**src/rlw_defs.vh**
```
// Constants for the read latency and I/O width configuration block
`ifndef RLW_DEFS_VH
`define RLW_DEFS_VH

// Register byte offsets on the AXI4-Lite bus
`define RLW_REG_LWC     4'h0
`define RLW_REG_IFC     4'h4
`define RLW_REG_STAT    4'h8

// Field positions
`define RLW_LAT_HI      7
`define RLW_LAT_LO      4
`define RLW_QUAD_BIT    1
`define RLW_QPI_BIT     6
`define RLW_IO3_ALT_RESET_ENABLE_BIT    5
`define RLW_DPI_BIT     4

// Writable bits and reset values
`define RLW_LWC_MASK    8'hF2
`define RLW_IFC_MASK    8'h70
`define RLW_LWC_RST     8'h00
`define RLW_IFC_RST     8'h00

// AXI responses
`define RLW_RESP_OKAY   2'h0
`define RLW_RESP_DECERR 2'h3

// Read opcodes (arbitrary encodings)
`define RLW_OP_READ     8'h03
`define RLW_OP_QUICK    8'h0B
`define RLW_OP_DOR      8'h3B
`define RLW_OP_TWO_LANE_IO_READ_CMD     8'hBB
`define RLW_OP_QOR      8'h6B
`define RLW_OP_FOUR_LANE_IO_READ_CMD     8'hEB
`define RLW_OP_DOUBLE_RATE_QUICK_READ_CMD    8'h0D
`define RLW_OP_DOUBLE_RATE_FOUR_LANE_IO_READ_CMD  8'hED
`define RLW_OP_ERROR_CODE_READ_CMD    8'h18
`define RLW_OP_SPECIAL_SECTOR_READ_CMD     8'h4B

// Mode byte cycles per address width
`define RLW_MODE_1L     5'd8
`define RLW_MODE_2L     5'd4
`define RLW_MODE_4L     5'd2
`define RLW_MODE_DDR    5'd1

// Phase lengths in bits, sync reset value, filler byte
`define RLW_CMD_BITS    5'd8
`define RLW_ADDR_BITS   5'd24
`define RLW_SYNC_RST    7'h7F
`define RLW_IDLE_BYTE   8'hFF

`endif

```
**src/rlw_fifo.v**
```verilog
// Small synchronous FIFO with flush, valid/ready on both sides
`timescale 1ns/10ps
module rlw_fifo #(
    parameter WIDTH = 8,
    parameter DEPTH = 8,
    parameter AW    = 3
)(
    input  wire             clock,
    input  wire             srst,
    input  wire             flush,
    input  wire             in_valid,
    output wire             in_ready,
    input  wire [WIDTH-1:0] in_data,
    output wire             out_valid,
    input  wire             out_ready,
    output wire [WIDTH-1:0] out_data
);
    reg [WIDTH-1:0] mem [0:DEPTH-1];
    reg [AW-1:0]    wr_ptr;
    reg [AW-1:0]    rd_ptr;
    reg [AW:0]      count;

    // Full level sized to the counter so the compare is exact
    localparam [AW:0] FULL_CNT = DEPTH;

    wire push = in_valid & in_ready;
    wire pop  = out_valid & out_ready;

    // Full and empty straight from the occupancy count
    assign in_ready  = (count != FULL_CNT);
    assign out_valid = (count != {(AW+1){1'b0}});
    assign out_data  = mem[rd_ptr];

    // Storage has no reset; only pointers and count carry state
    always @(posedge clock) begin
        if (push)
            mem[wr_ptr] <= in_data;
    end

    // Pointer wrap assumes DEPTH is a power of two
    always @(posedge clock) begin
        if (srst | flush) begin
            wr_ptr <= {AW{1'b0}};
            rd_ptr <= {AW{1'b0}};
            count  <= {(AW+1){1'b0}};
        end else begin
            if (push)
                wr_ptr <= wr_ptr + 1'b1;
            if (pop)
                rd_ptr <= rd_ptr + 1'b1;
            if (push & ~pop)
                count <= count + 1'b1;
            else if (pop & ~push)
                count <= count - 1'b1;
        end
    end
endmodule // rlw_fifo

```
**src/rlw_core.v**
```verilog
// Serial read engine with latency and I/O width configuration
`timescale 1ns/10ps
`include "rlw_defs.vh"
module rlw_core #(
    parameter FIFO_DEPTH = 8,
    parameter FIFO_AW    = 3
)(
    input  wire        clock,
    input  wire        srst,
    input  wire [3:0]  s_axi_awaddr,
    input  wire        s_axi_awvalid,
    output wire        s_axi_awready,
    input  wire [31:0] s_axi_wdata,
    input  wire [3:0]  s_axi_wstrb,
    input  wire        s_axi_wvalid,
    output wire        s_axi_wready,
    output reg  [1:0]  s_axi_bresp,
    output reg         s_axi_bvalid,
    input  wire        s_axi_bready,
    input  wire [3:0]  s_axi_araddr,
    input  wire        s_axi_arvalid,
    output wire        s_axi_arready,
    output reg  [31:0] s_axi_rdata,
    output reg  [1:0]  s_axi_rresp,
    output reg         s_axi_rvalid,
    input  wire        s_axi_rready,
    input  wire        sck,
    input  wire        cs_n,
    input  wire        wp_n,
    input  wire [3:0]  io_in,
    output reg  [3:0]  io_out,
    output reg  [3:0]  io_oe,
    output reg  [23:0] fetch_addr,
    output reg         fetch_start,
    input  wire        fill_valid,
    output wire        fill_ready,
    input  wire [7:0]  fill_data,
    output reg         write_protect_n,
    output reg         io3_reset_req
);
    localparam ST_IDLE = 6'b000001;
    localparam ST_CMD  = 6'b000010;
    localparam ST_ADDR = 6'b000100;
    localparam ST_WAIT = 6'b001000;
    localparam ST_DATA = 6'b010000;
    localparam ST_SKIP = 6'b100000;

    reg [7:0]  latency_width_config;
    reg [7:0]  interface_config;
    reg [6:0]  s1;
    reg [6:0]  s2;
    reg [1:0]  s3;
    reg [5:0]  state;
    reg [23:0] sh;
    reg [4:0]  cnt;
    reg [2:0]  cur_w;
    reg [2:0]  data_w;
    reg [4:0]  wait_left;
    reg        ddr;
    reg [3:0]  lat_q;
    reg        quad_q;
    reg        two_wire_q;
    reg        four_wire_q;
    reg [7:0]  dout;
    reg [3:0]  dcnt;
    reg        aw_hold;
    reg        w_hold;
    reg [3:0]  aw_addr;
    reg [7:0]  w_byte;
    reg        w_lane0;

    // Decode: {ok, has_mode, ddr, lat_en, addr_w[2:0], data_w[2:0]}
    function [9:0] rlw_decode;
        input [7:0] op;
        begin
            case (op)
                `RLW_OP_READ, `RLW_OP_ERROR_CODE_READ_CMD,
                `RLW_OP_SPECIAL_SECTOR_READ_CMD:    rlw_decode = {4'b1001, 3'd1, 3'd1};
                `RLW_OP_QUICK:   rlw_decode = {4'b1101, 3'd1, 3'd1};
                `RLW_OP_DOR:     rlw_decode = {4'b1101, 3'd1, 3'd2};
                `RLW_OP_TWO_LANE_IO_READ_CMD:    rlw_decode = {4'b1101, 3'd2, 3'd2};
                `RLW_OP_QOR:     rlw_decode = {4'b1101, 3'd1, 3'd4};
                `RLW_OP_FOUR_LANE_IO_READ_CMD:    rlw_decode = {4'b1101, 3'd4, 3'd4};
                `RLW_OP_DOUBLE_RATE_QUICK_READ_CMD,
                `RLW_OP_DOUBLE_RATE_FOUR_LANE_IO_READ_CMD: rlw_decode = {4'b1111, 3'd4, 3'd4};
                default:         rlw_decode = 10'h000;
            endcase
        end
    endfunction

    // Lane mapping: {oe[3:0], out[3:0]}; single line drives line 1
    function [7:0] rlw_lanes;
        input [7:0] b;
        input [2:0] w;
        begin
            case (w)
                3'd4:    rlw_lanes = {4'hF, b[7:4]};
                3'd2:    rlw_lanes = {4'h3, 2'b00, b[7:6]};
                default: rlw_lanes = {4'h2, 2'b00, b[7], 1'b0};
            endcase
        end
    endfunction

    // Pin synchronisers: {sck, cs_n, wp_n, io[3:0]}; s3 only reads s2
    always @(posedge clock) begin
        if (srst) begin
            s1 <= `RLW_SYNC_RST;
            s2 <= `RLW_SYNC_RST;
            s3 <= 2'b11;
        end else begin
            s1 <= {sck, cs_n, wp_n, io_in};
            s2 <= s1;
            s3 <= s2[6:5];
        end
    end

    wire sck_rise = s2[6] & ~s3[1];
    wire sck_fall = ~s2[6] & s3[1];
    wire cs_hi    = s2[5];

    wire       quad_live = latency_width_config[`RLW_QUAD_BIT];
    wire       qpi_live  = interface_config[`RLW_QPI_BIT];
    wire       io3_alt_reset_enable_live = interface_config[`RLW_IO3_ALT_RESET_ENABLE_BIT];
    wire [2:0] proto_w   = four_wire_q ? 3'd4 : (two_wire_q ? 3'd2 : 3'd1);

    // Shift-in of the lines that the current phase uses
    wire [23:0] next_sh = (cur_w == 3'd4) ? {sh[19:0], s2[3:0]} :
                          (cur_w == 3'd2) ? {sh[21:0], s2[1:0]} : {sh[22:0], s2[0]};
    wire [4:0]  cnt_next = cnt + {2'b00, cur_w};

    wire [9:0] dec     = rlw_decode(next_sh[7:0]);
    wire [2:0] dec_aw  = (two_wire_q | four_wire_q) ? proto_w : dec[5:3];
    wire [2:0] dec_dw  = (two_wire_q | four_wire_q) ? proto_w : dec[2:0];
    // Four-wire protocol never needs the quad bit
    wire       no_quad = ((dec_aw == 3'd4) | (dec_dw == 3'd4)) & ~quad_q & ~four_wire_q;
    reg  [4:0] mode_cyc;
    wire [4:0] lat_cyc = dec[6] ? {1'b0, lat_q} : 5'd0;

    // Mode byte cycles per address width and rate
    always @* begin
        if (!dec[8])
            mode_cyc = 5'd0;
        else if (dec[7])
            mode_cyc = `RLW_MODE_DDR;
        else if (dec_aw == 3'd4)
            mode_cyc = `RLW_MODE_4L;
        else if (dec_aw == 3'd2)
            mode_cyc = `RLW_MODE_2L;
        else
            mode_cyc = `RLW_MODE_1L;
    end

    // Output byte source: prefetched data, filler when starved
    wire       fifo_valid;
    wire [7:0] fifo_data;
    wire       data_edge = sck_fall | (ddr & sck_rise);
    wire       fifo_pop  = (state == ST_DATA) & ~cs_hi & data_edge & (dcnt == 4'd0);
    wire [7:0] src       = (dcnt == 4'd0) ? (fifo_valid ? fifo_data : `RLW_IDLE_BYTE) : dout;
    wire [7:0] lanes     = rlw_lanes(src, data_w);
    wire [7:0] src_sh    = (data_w == 3'd4) ? {src[3:0], 4'h0} :
                           (data_w == 3'd2) ? {src[5:0], 2'b00} : {src[6:0], 1'b0};
    wire [3:0] dcnt_base = (dcnt == 4'd0) ? 4'd8 : dcnt;

    // Serial phase sequencer
    always @(posedge clock) begin
        fetch_start <= 1'b0;
        if (srst) begin
            state       <= ST_IDLE;
            sh          <= 24'h000000;
            cnt         <= 5'd0;
            cur_w       <= 3'd1;
            data_w      <= 3'd1;
            wait_left   <= 5'd0;
            ddr         <= 1'b0;
            lat_q       <= 4'h0;
            quad_q      <= 1'b0;
            two_wire_q  <= 1'b0;
            four_wire_q <= 1'b0;
            dout        <= 8'h00;
            dcnt        <= 4'd0;
            io_out      <= 4'h0;
            io_oe       <= 4'h0;
            fetch_addr  <= 24'h000000;
        end else if (cs_hi) begin
            state <= ST_IDLE;
            io_oe <= 4'h0;
        end else begin
            case (state)
                ST_IDLE: begin
                    // Snapshot config at select; later writes wait for the next command
                    lat_q       <= latency_width_config[`RLW_LAT_HI:`RLW_LAT_LO];
                    quad_q      <= quad_live;
                    two_wire_q  <= interface_config[`RLW_DPI_BIT];
                    four_wire_q <= qpi_live;
                    cur_w       <= qpi_live ? 3'd4 : (interface_config[`RLW_DPI_BIT] ? 3'd2 : 3'd1);
                    cnt         <= 5'd0;
                    ddr         <= 1'b0;
                    dcnt        <= 4'd0;
                    state       <= ST_CMD;
                end
                ST_CMD: begin
                    if (sck_rise) begin
                        sh  <= next_sh;
                        cnt <= cnt_next;
                        if (cnt_next == `RLW_CMD_BITS) begin
                            cnt <= 5'd0;
                            if (!dec[9] | no_quad) begin
                                state <= ST_SKIP;
                            end else begin
                                cur_w     <= dec_aw;
                                data_w    <= dec_dw;
                                ddr       <= dec[7];
                                // Mode cycles are part of the latency, not added to it
                                wait_left <= (lat_cyc > mode_cyc) ? lat_cyc : mode_cyc;
                                state     <= ST_ADDR;
                            end
                        end
                    end
                end
                ST_ADDR: begin
                    if (sck_rise | (ddr & sck_fall)) begin
                        sh  <= next_sh;
                        cnt <= cnt_next;
                        if (cnt_next == `RLW_ADDR_BITS) begin
                            fetch_addr  <= next_sh;
                            fetch_start <= 1'b1;
                            // Dummies start only after the last address bit
                            state <= (wait_left == 5'd0) ? ST_DATA : ST_WAIT;
                        end
                    end
                end
                ST_WAIT: begin
                    // Only rising edges count, so DDR dummies are full periods too
                    if (sck_rise) begin
                        wait_left <= wait_left - 5'd1;
                        if (wait_left == 5'd1)
                            state <= ST_DATA;
                    end
                end
                ST_DATA: begin
                    if (data_edge) begin
                        io_out <= lanes[3:0];
                        io_oe  <= lanes[7:4];
                        dout   <= src_sh;
                        dcnt   <= dcnt_base - {1'b0, data_w};
                    end
                end
                ST_SKIP: begin
                    io_oe <= 4'h0;
                end
                default: begin
                    state <= ST_IDLE;
                end
            endcase
        end
    end

    // Write-protect pin and line 3 pin functions
    always @(posedge clock) begin
        if (srst) begin
            write_protect_n <= 1'b1;
            io3_reset_req   <= 1'b0;
        end else begin
            // Write-protect input is ignored while quad width is on
            write_protect_n <= (quad_live | qpi_live) ? 1'b1 : s2[4];
            // Reset function whenever line 3 is not carrying data
            io3_reset_req <= io3_alt_reset_enable_live & ~s2[3] & (cs_hi | ~(quad_live | qpi_live));
        end
    end

    // Prefetch buffer; flushed between commands so stale bytes never leak
    rlw_fifo #(
        .WIDTH (8),
        .DEPTH (FIFO_DEPTH),
        .AW    (FIFO_AW)
    ) u_fifo (
        .clock     (clock),
        .srst      (srst),
        .flush     (cs_hi),
        .in_valid  (fill_valid),
        .in_ready  (fill_ready),
        .in_data   (fill_data),
        .out_valid (fifo_valid),
        .out_ready (fifo_pop),
        .out_data  (fifo_data)
    );

    // AXI4-Lite write path: address and data taken in either order
    assign s_axi_awready = ~aw_hold & ~s_axi_bvalid;
    assign s_axi_wready  = ~w_hold & ~s_axi_bvalid;
    assign s_axi_arready = ~s_axi_rvalid;

    always @(posedge clock) begin
        if (srst) begin
            aw_hold              <= 1'b0;
            w_hold               <= 1'b0;
            aw_addr              <= 4'h0;
            w_byte               <= 8'h00;
            w_lane0              <= 1'b0;
            s_axi_bvalid         <= 1'b0;
            s_axi_bresp          <= `RLW_RESP_OKAY;
            latency_width_config <= `RLW_LWC_RST;
            interface_config     <= `RLW_IFC_RST;
        end else begin
            if (s_axi_awvalid & s_axi_awready) begin
                aw_hold <= 1'b1;
                aw_addr <= s_axi_awaddr;
            end
            if (s_axi_wvalid & s_axi_wready) begin
                w_hold  <= 1'b1;
                w_byte  <= s_axi_wdata[7:0];
                w_lane0 <= s_axi_wstrb[0];
            end
            if (aw_hold & w_hold) begin
                aw_hold      <= 1'b0;
                w_hold       <= 1'b0;
                s_axi_bvalid <= 1'b1;
                s_axi_bresp  <= `RLW_RESP_OKAY;
                // Reserved bits stay zero; status is read-only
                if (aw_addr == `RLW_REG_LWC) begin
                    if (w_lane0)
                        latency_width_config <= w_byte & `RLW_LWC_MASK;
                end else if (aw_addr == `RLW_REG_IFC) begin
                    if (w_lane0)
                        interface_config <= w_byte & `RLW_IFC_MASK;
                end else if (aw_addr != `RLW_REG_STAT) begin
                    s_axi_bresp <= `RLW_RESP_DECERR;
                end
            end else if (s_axi_bvalid & s_axi_bready) begin
                s_axi_bvalid <= 1'b0;
            end
        end
    end

    // AXI4-Lite read path, one cycle after address
    always @(posedge clock) begin
        if (srst) begin
            s_axi_rvalid <= 1'b0;
            s_axi_rdata  <= 32'h00000000;
            s_axi_rresp  <= `RLW_RESP_OKAY;
        end else if (s_axi_arvalid & s_axi_arready) begin
            s_axi_rvalid <= 1'b1;
            s_axi_rresp  <= `RLW_RESP_OKAY;
            case (s_axi_araddr)
                `RLW_REG_LWC:  s_axi_rdata <= {24'h000000, latency_width_config};
                `RLW_REG_IFC:  s_axi_rdata <= {24'h000000, interface_config};
                `RLW_REG_STAT: s_axi_rdata <= {24'h000000, state, write_protect_n, io3_reset_req};
                default: begin
                    s_axi_rdata <= 32'h00000000;
                    s_axi_rresp <= `RLW_RESP_DECERR;
                end
            endcase
        end else if (s_axi_rvalid & s_axi_rready) begin
            s_axi_rvalid <= 1'b0;
        end
    end
endmodule // rlw_core

```
**config.mk**
```make
export PLATFORM = sky130hd
export DESIGN_NAME = rlw_core
export DESIGN_NICKNAME = d
export VERILOG_FILES = /design/src/rlw_fifo.v /design/src/rlw_core.v
export VERILOG_INCLUDE_DIRS = /design/src
export SDC_FILE = /design/constraint.sdc
export NUM_CORES = 1
export LEC_CHECK = 0
export BUFFER_PORTS_ARGS = -buffer_cell sky130_fd_sc_hd__buf_2
export CAP_MARGIN = 40
export CORE_ASPECT_RATIO = 0.9
export CORE_MARGIN = 5
export CORE_UTILIZATION = 30
export DETAILED_ROUTE_END_ITERATION = 12
export GPL_TIMING_DRIVEN = 0
export HOLD_SLACK_MARGIN = 0.05
export PLACE_DENSITY = 0.57
export SYNTH_ARGS = -nofsm -noshare
export SYNTH_HDL_FRONTEND = slang
export SYNTH_SLANG_ARGS = --single-unit
export TNS_END_PERCENT = 100
```
**constraint.sdc**
```tcl
create_clock -name clock -period 4.65 [get_ports clock]
set_input_delay 0.6975 -clock clock [delete_from_list [all_inputs] [get_ports clock]]
set_output_delay 0.6975 -clock clock [all_outputs]
set_load 0.005 [all_outputs]
```
==> metrics <==
syn_area_per_cell=9.94 um^2; Hold Fails Final Rpt=0; CTS clk-pin slew, worst paths=roughly 0.060 ns; final-report setup violation count=0; largest net degree at the start of global routing=15; main flop type after synthesis=dfxtp_1; die height=approximately 180 um; Core ar.=around 34000 um^2; Setup TNS=0 ns; Final Slew Violations=0; wire length per cell=roughly 16 um; most frequent cells in the layout=dfxtp_1, nor2_1, nand2_1; wire length on met2=about 12000 um; Syn-to-layout area delta=19.7%; Die Wd=about 200 um; layout net count=around 1300; YS warnings=0; # clock sinks=around 220; Netlist cell types=75; initial DRC count=511; H-tree levels=1; placed cell area=11400 um^2; Static Leakage=about 0.0045 uW; initial core utilization=30.1%; register area share after synthesis=between 40% and 50%; worst skew pair latency=approximately 0.52 ns; Worst slew margin=44.2%; drt first pass iters=7; DP HPWL=a little under 20000 um; GP Congestion=approximately 0.85; setup bufs post-CTS=0; Port Buf Inserts=88; Inserted Clock Buffers=24; PostCTS Resize Cnt=0; Fin Clk Skew=0.00667 ns; fmax=between 0.2 and 0.25 GHz; Vias=between 7000 and 8000; CTS tree=done; Worst EP arrival=~4.6 ns; vias per cell=roughly 4.7; Final Cycle Share=89.5%; Max-Cap Viols=0; via count of the first global-routing pass=roughly 7600; Critical Path Fanout Max=8; Synth async-reset ratio=0%; status=finished clean; Diodes inserted=0; RSZ-0062 raised after global routing=false; most common cell after layout, fill and taps aside=dfxtp_1; worst setup path class=register to register; minimum clock period=4.16 ns; Gate Count Post-Synth=about 1000; WHS Path Cells=2; root buffer cell=clkbuf_16; Routed WL=about 26000 um; I/O pins=approximately 140; Cell Pwr Density=about 330 nW/um^2; Post-CTS Hold Buffers=0; WL met3=about 1200 um; row cnt=64; WHS=roughly 0.36 ns; detailed-route DRC error count=0; design area=12200 um^2; Post-synth EDFFs=64; CP Launch Type=register; Worst EP required=approximately 5.1 ns; met1 WL=~13000 um; Worst Hold Class=input port to register; Congestion Overflow GR=0; Worst-Margin Slew=between 0.8 and 0.9 ns; Util after Layout=around 36%; R2R cell count=16; Layout fillers=between 3000 and 4000; initial antenna violation count=0; first-pass GRT wire length=around 42000 um; nature of the critical path endpoint=register; share of layout cells above drive strength 1=around a fifth; Max Used Layer=met4; post-synth design cell area=10200 um^2; Peak VDD IR=0.000330 V; CTS Buffer Depth=3; All-Layer GR Usage=~14%; DRT antenna net count=0; Total Die Area=about 38000 um^2; Final Instance Count excl. Fillers=1655; placed cell count=around 1600; #FFs+latches synth=222
## through the flow
stage               setup WS (ns)  power [uW]
global route                0.262        4220
global placement            0.572        2230
detailed placement          0.551        2240
floorplan                    1.06        2170
finish                      0.488        4070
CTS                         0.521        4110
## state kept, by name, indices dropped and copies added (netlist names), 6 cells and up, named ones only
register     cells
s1               7
s_axi_rdata      8
dout             7
sh              23
state            6
s2               7
fetch_addr      24
u_fifo.mem      64
## worst paths after layout
check / startpoint / endpoint / slack [ns]
worst max-delay path: cur_w[1]$_SDFFE_PP0P_ / wait_left[2]$_SDFFE_PP0P_ / 0.49
worst max register to register: cur_w[1]$_SDFFE_PP0P_ / wait_left[2]$_SDFFE_PP0P_ / 0.49
worst min-delay path: s_axi_rready / s_axi_rvalid$_SDFFE_PP0P_ / 0.36
worst min register to register: s1[6]$_SDFF_PP1_ / s2[6]$_SDFF_PP1_ / 0.41
## logic make-up (layout without fill, tap and decap cells)
family | Yosys count | after routing | share of synthesized area, %
AOI/OAI and AO/OA | 212 | 212 | 13.3
xor gates and xnor gates | 15 | 15 | 1.47
adders and majority gates | 20 | 20 | 2.68
buffers and inverters | 99 | 244 | 5.12
DFF | 222 | 222 | 49.9
muxes | 80 | 80 | 9.89
other | 1 | 24 | 0.0368
and+or+nand+nor | 376 | 376 | 17.5
## cell type report
| type | count | area (um^2) | share of cell area [%] |
|---|---|---|---|
| Multi-Input combinational cell | 727 | 4690 | 38.4 |
| Clock buffer | 37 | 746 | 6.12 |
| Clock inverter | 6 | 33.8 | 0.277 |
| Buffer | 86 | 473 | 3.88 |
| Inverter | 13 | 48.8 | 0.400 |
| Timing Repair Buffer | 102 | 542 | 4.44 |
| Tap cell | 462 | 578 | 4.74 |
| Sequential cell | 222 | 5080 | 41.7 |
## routing by layer
layer  vias up  global-route usage, %
li1       3926                      -
met1      3689                   19.4
met2       188                   21.9
met3        44                   2.17
met4         0                   3.46
met5         -                      0
## cell usage after synthesis, drive strengths merged (9+ instances only)
master,count,share of area (%)
xor2,9,0.77
mux4,16,3.5
edfxtp,64,19
mux2i,59,5.8
nor3,24,1.2
o22a,9,0.79
clkbuf,46,1.7
o22ai,19,1.3
dfxtp,158,31
a22oi,13,1.1
a21oi,98,4.8
nor2,139,5.3
buf,40,2.9
nand3,14,0.69
ha,17,2.1
a211oi,12,0.88
or2,17,1.0
and2,9,0.55
inv,13,0.48
nor2b,11,0.68
nand2,109,4.0
o21ai,18,0.96
## report_power, final
| part | switching, uW | internal (uW) |
|---|---|---|
| clock | 766 | 1110 |
| combinational | 100 | 69.6 |
| sequential | 14.3 | 2010 |
| total | 880 | 3190 |
## worst max-delay path: stages (launching register included)
cell     delay [ns]
dfxtp_1        0.39
buf_6          0.17
xnor2_4        0.11
nor2_8         0.18
mux2_2         0.40
and4_1         0.25
a22oi_1        0.40
nand3_1        0.28
and2_1         0.27
ha_1           0.30
nor2b_1        0.13
o21a_1         0.16
o21a_1         0.17
o21a_1         0.23
a31oi_1        0.25
nor2_1         0.08
o31a_1         0.28
Power figures use the tool's default switching activity.
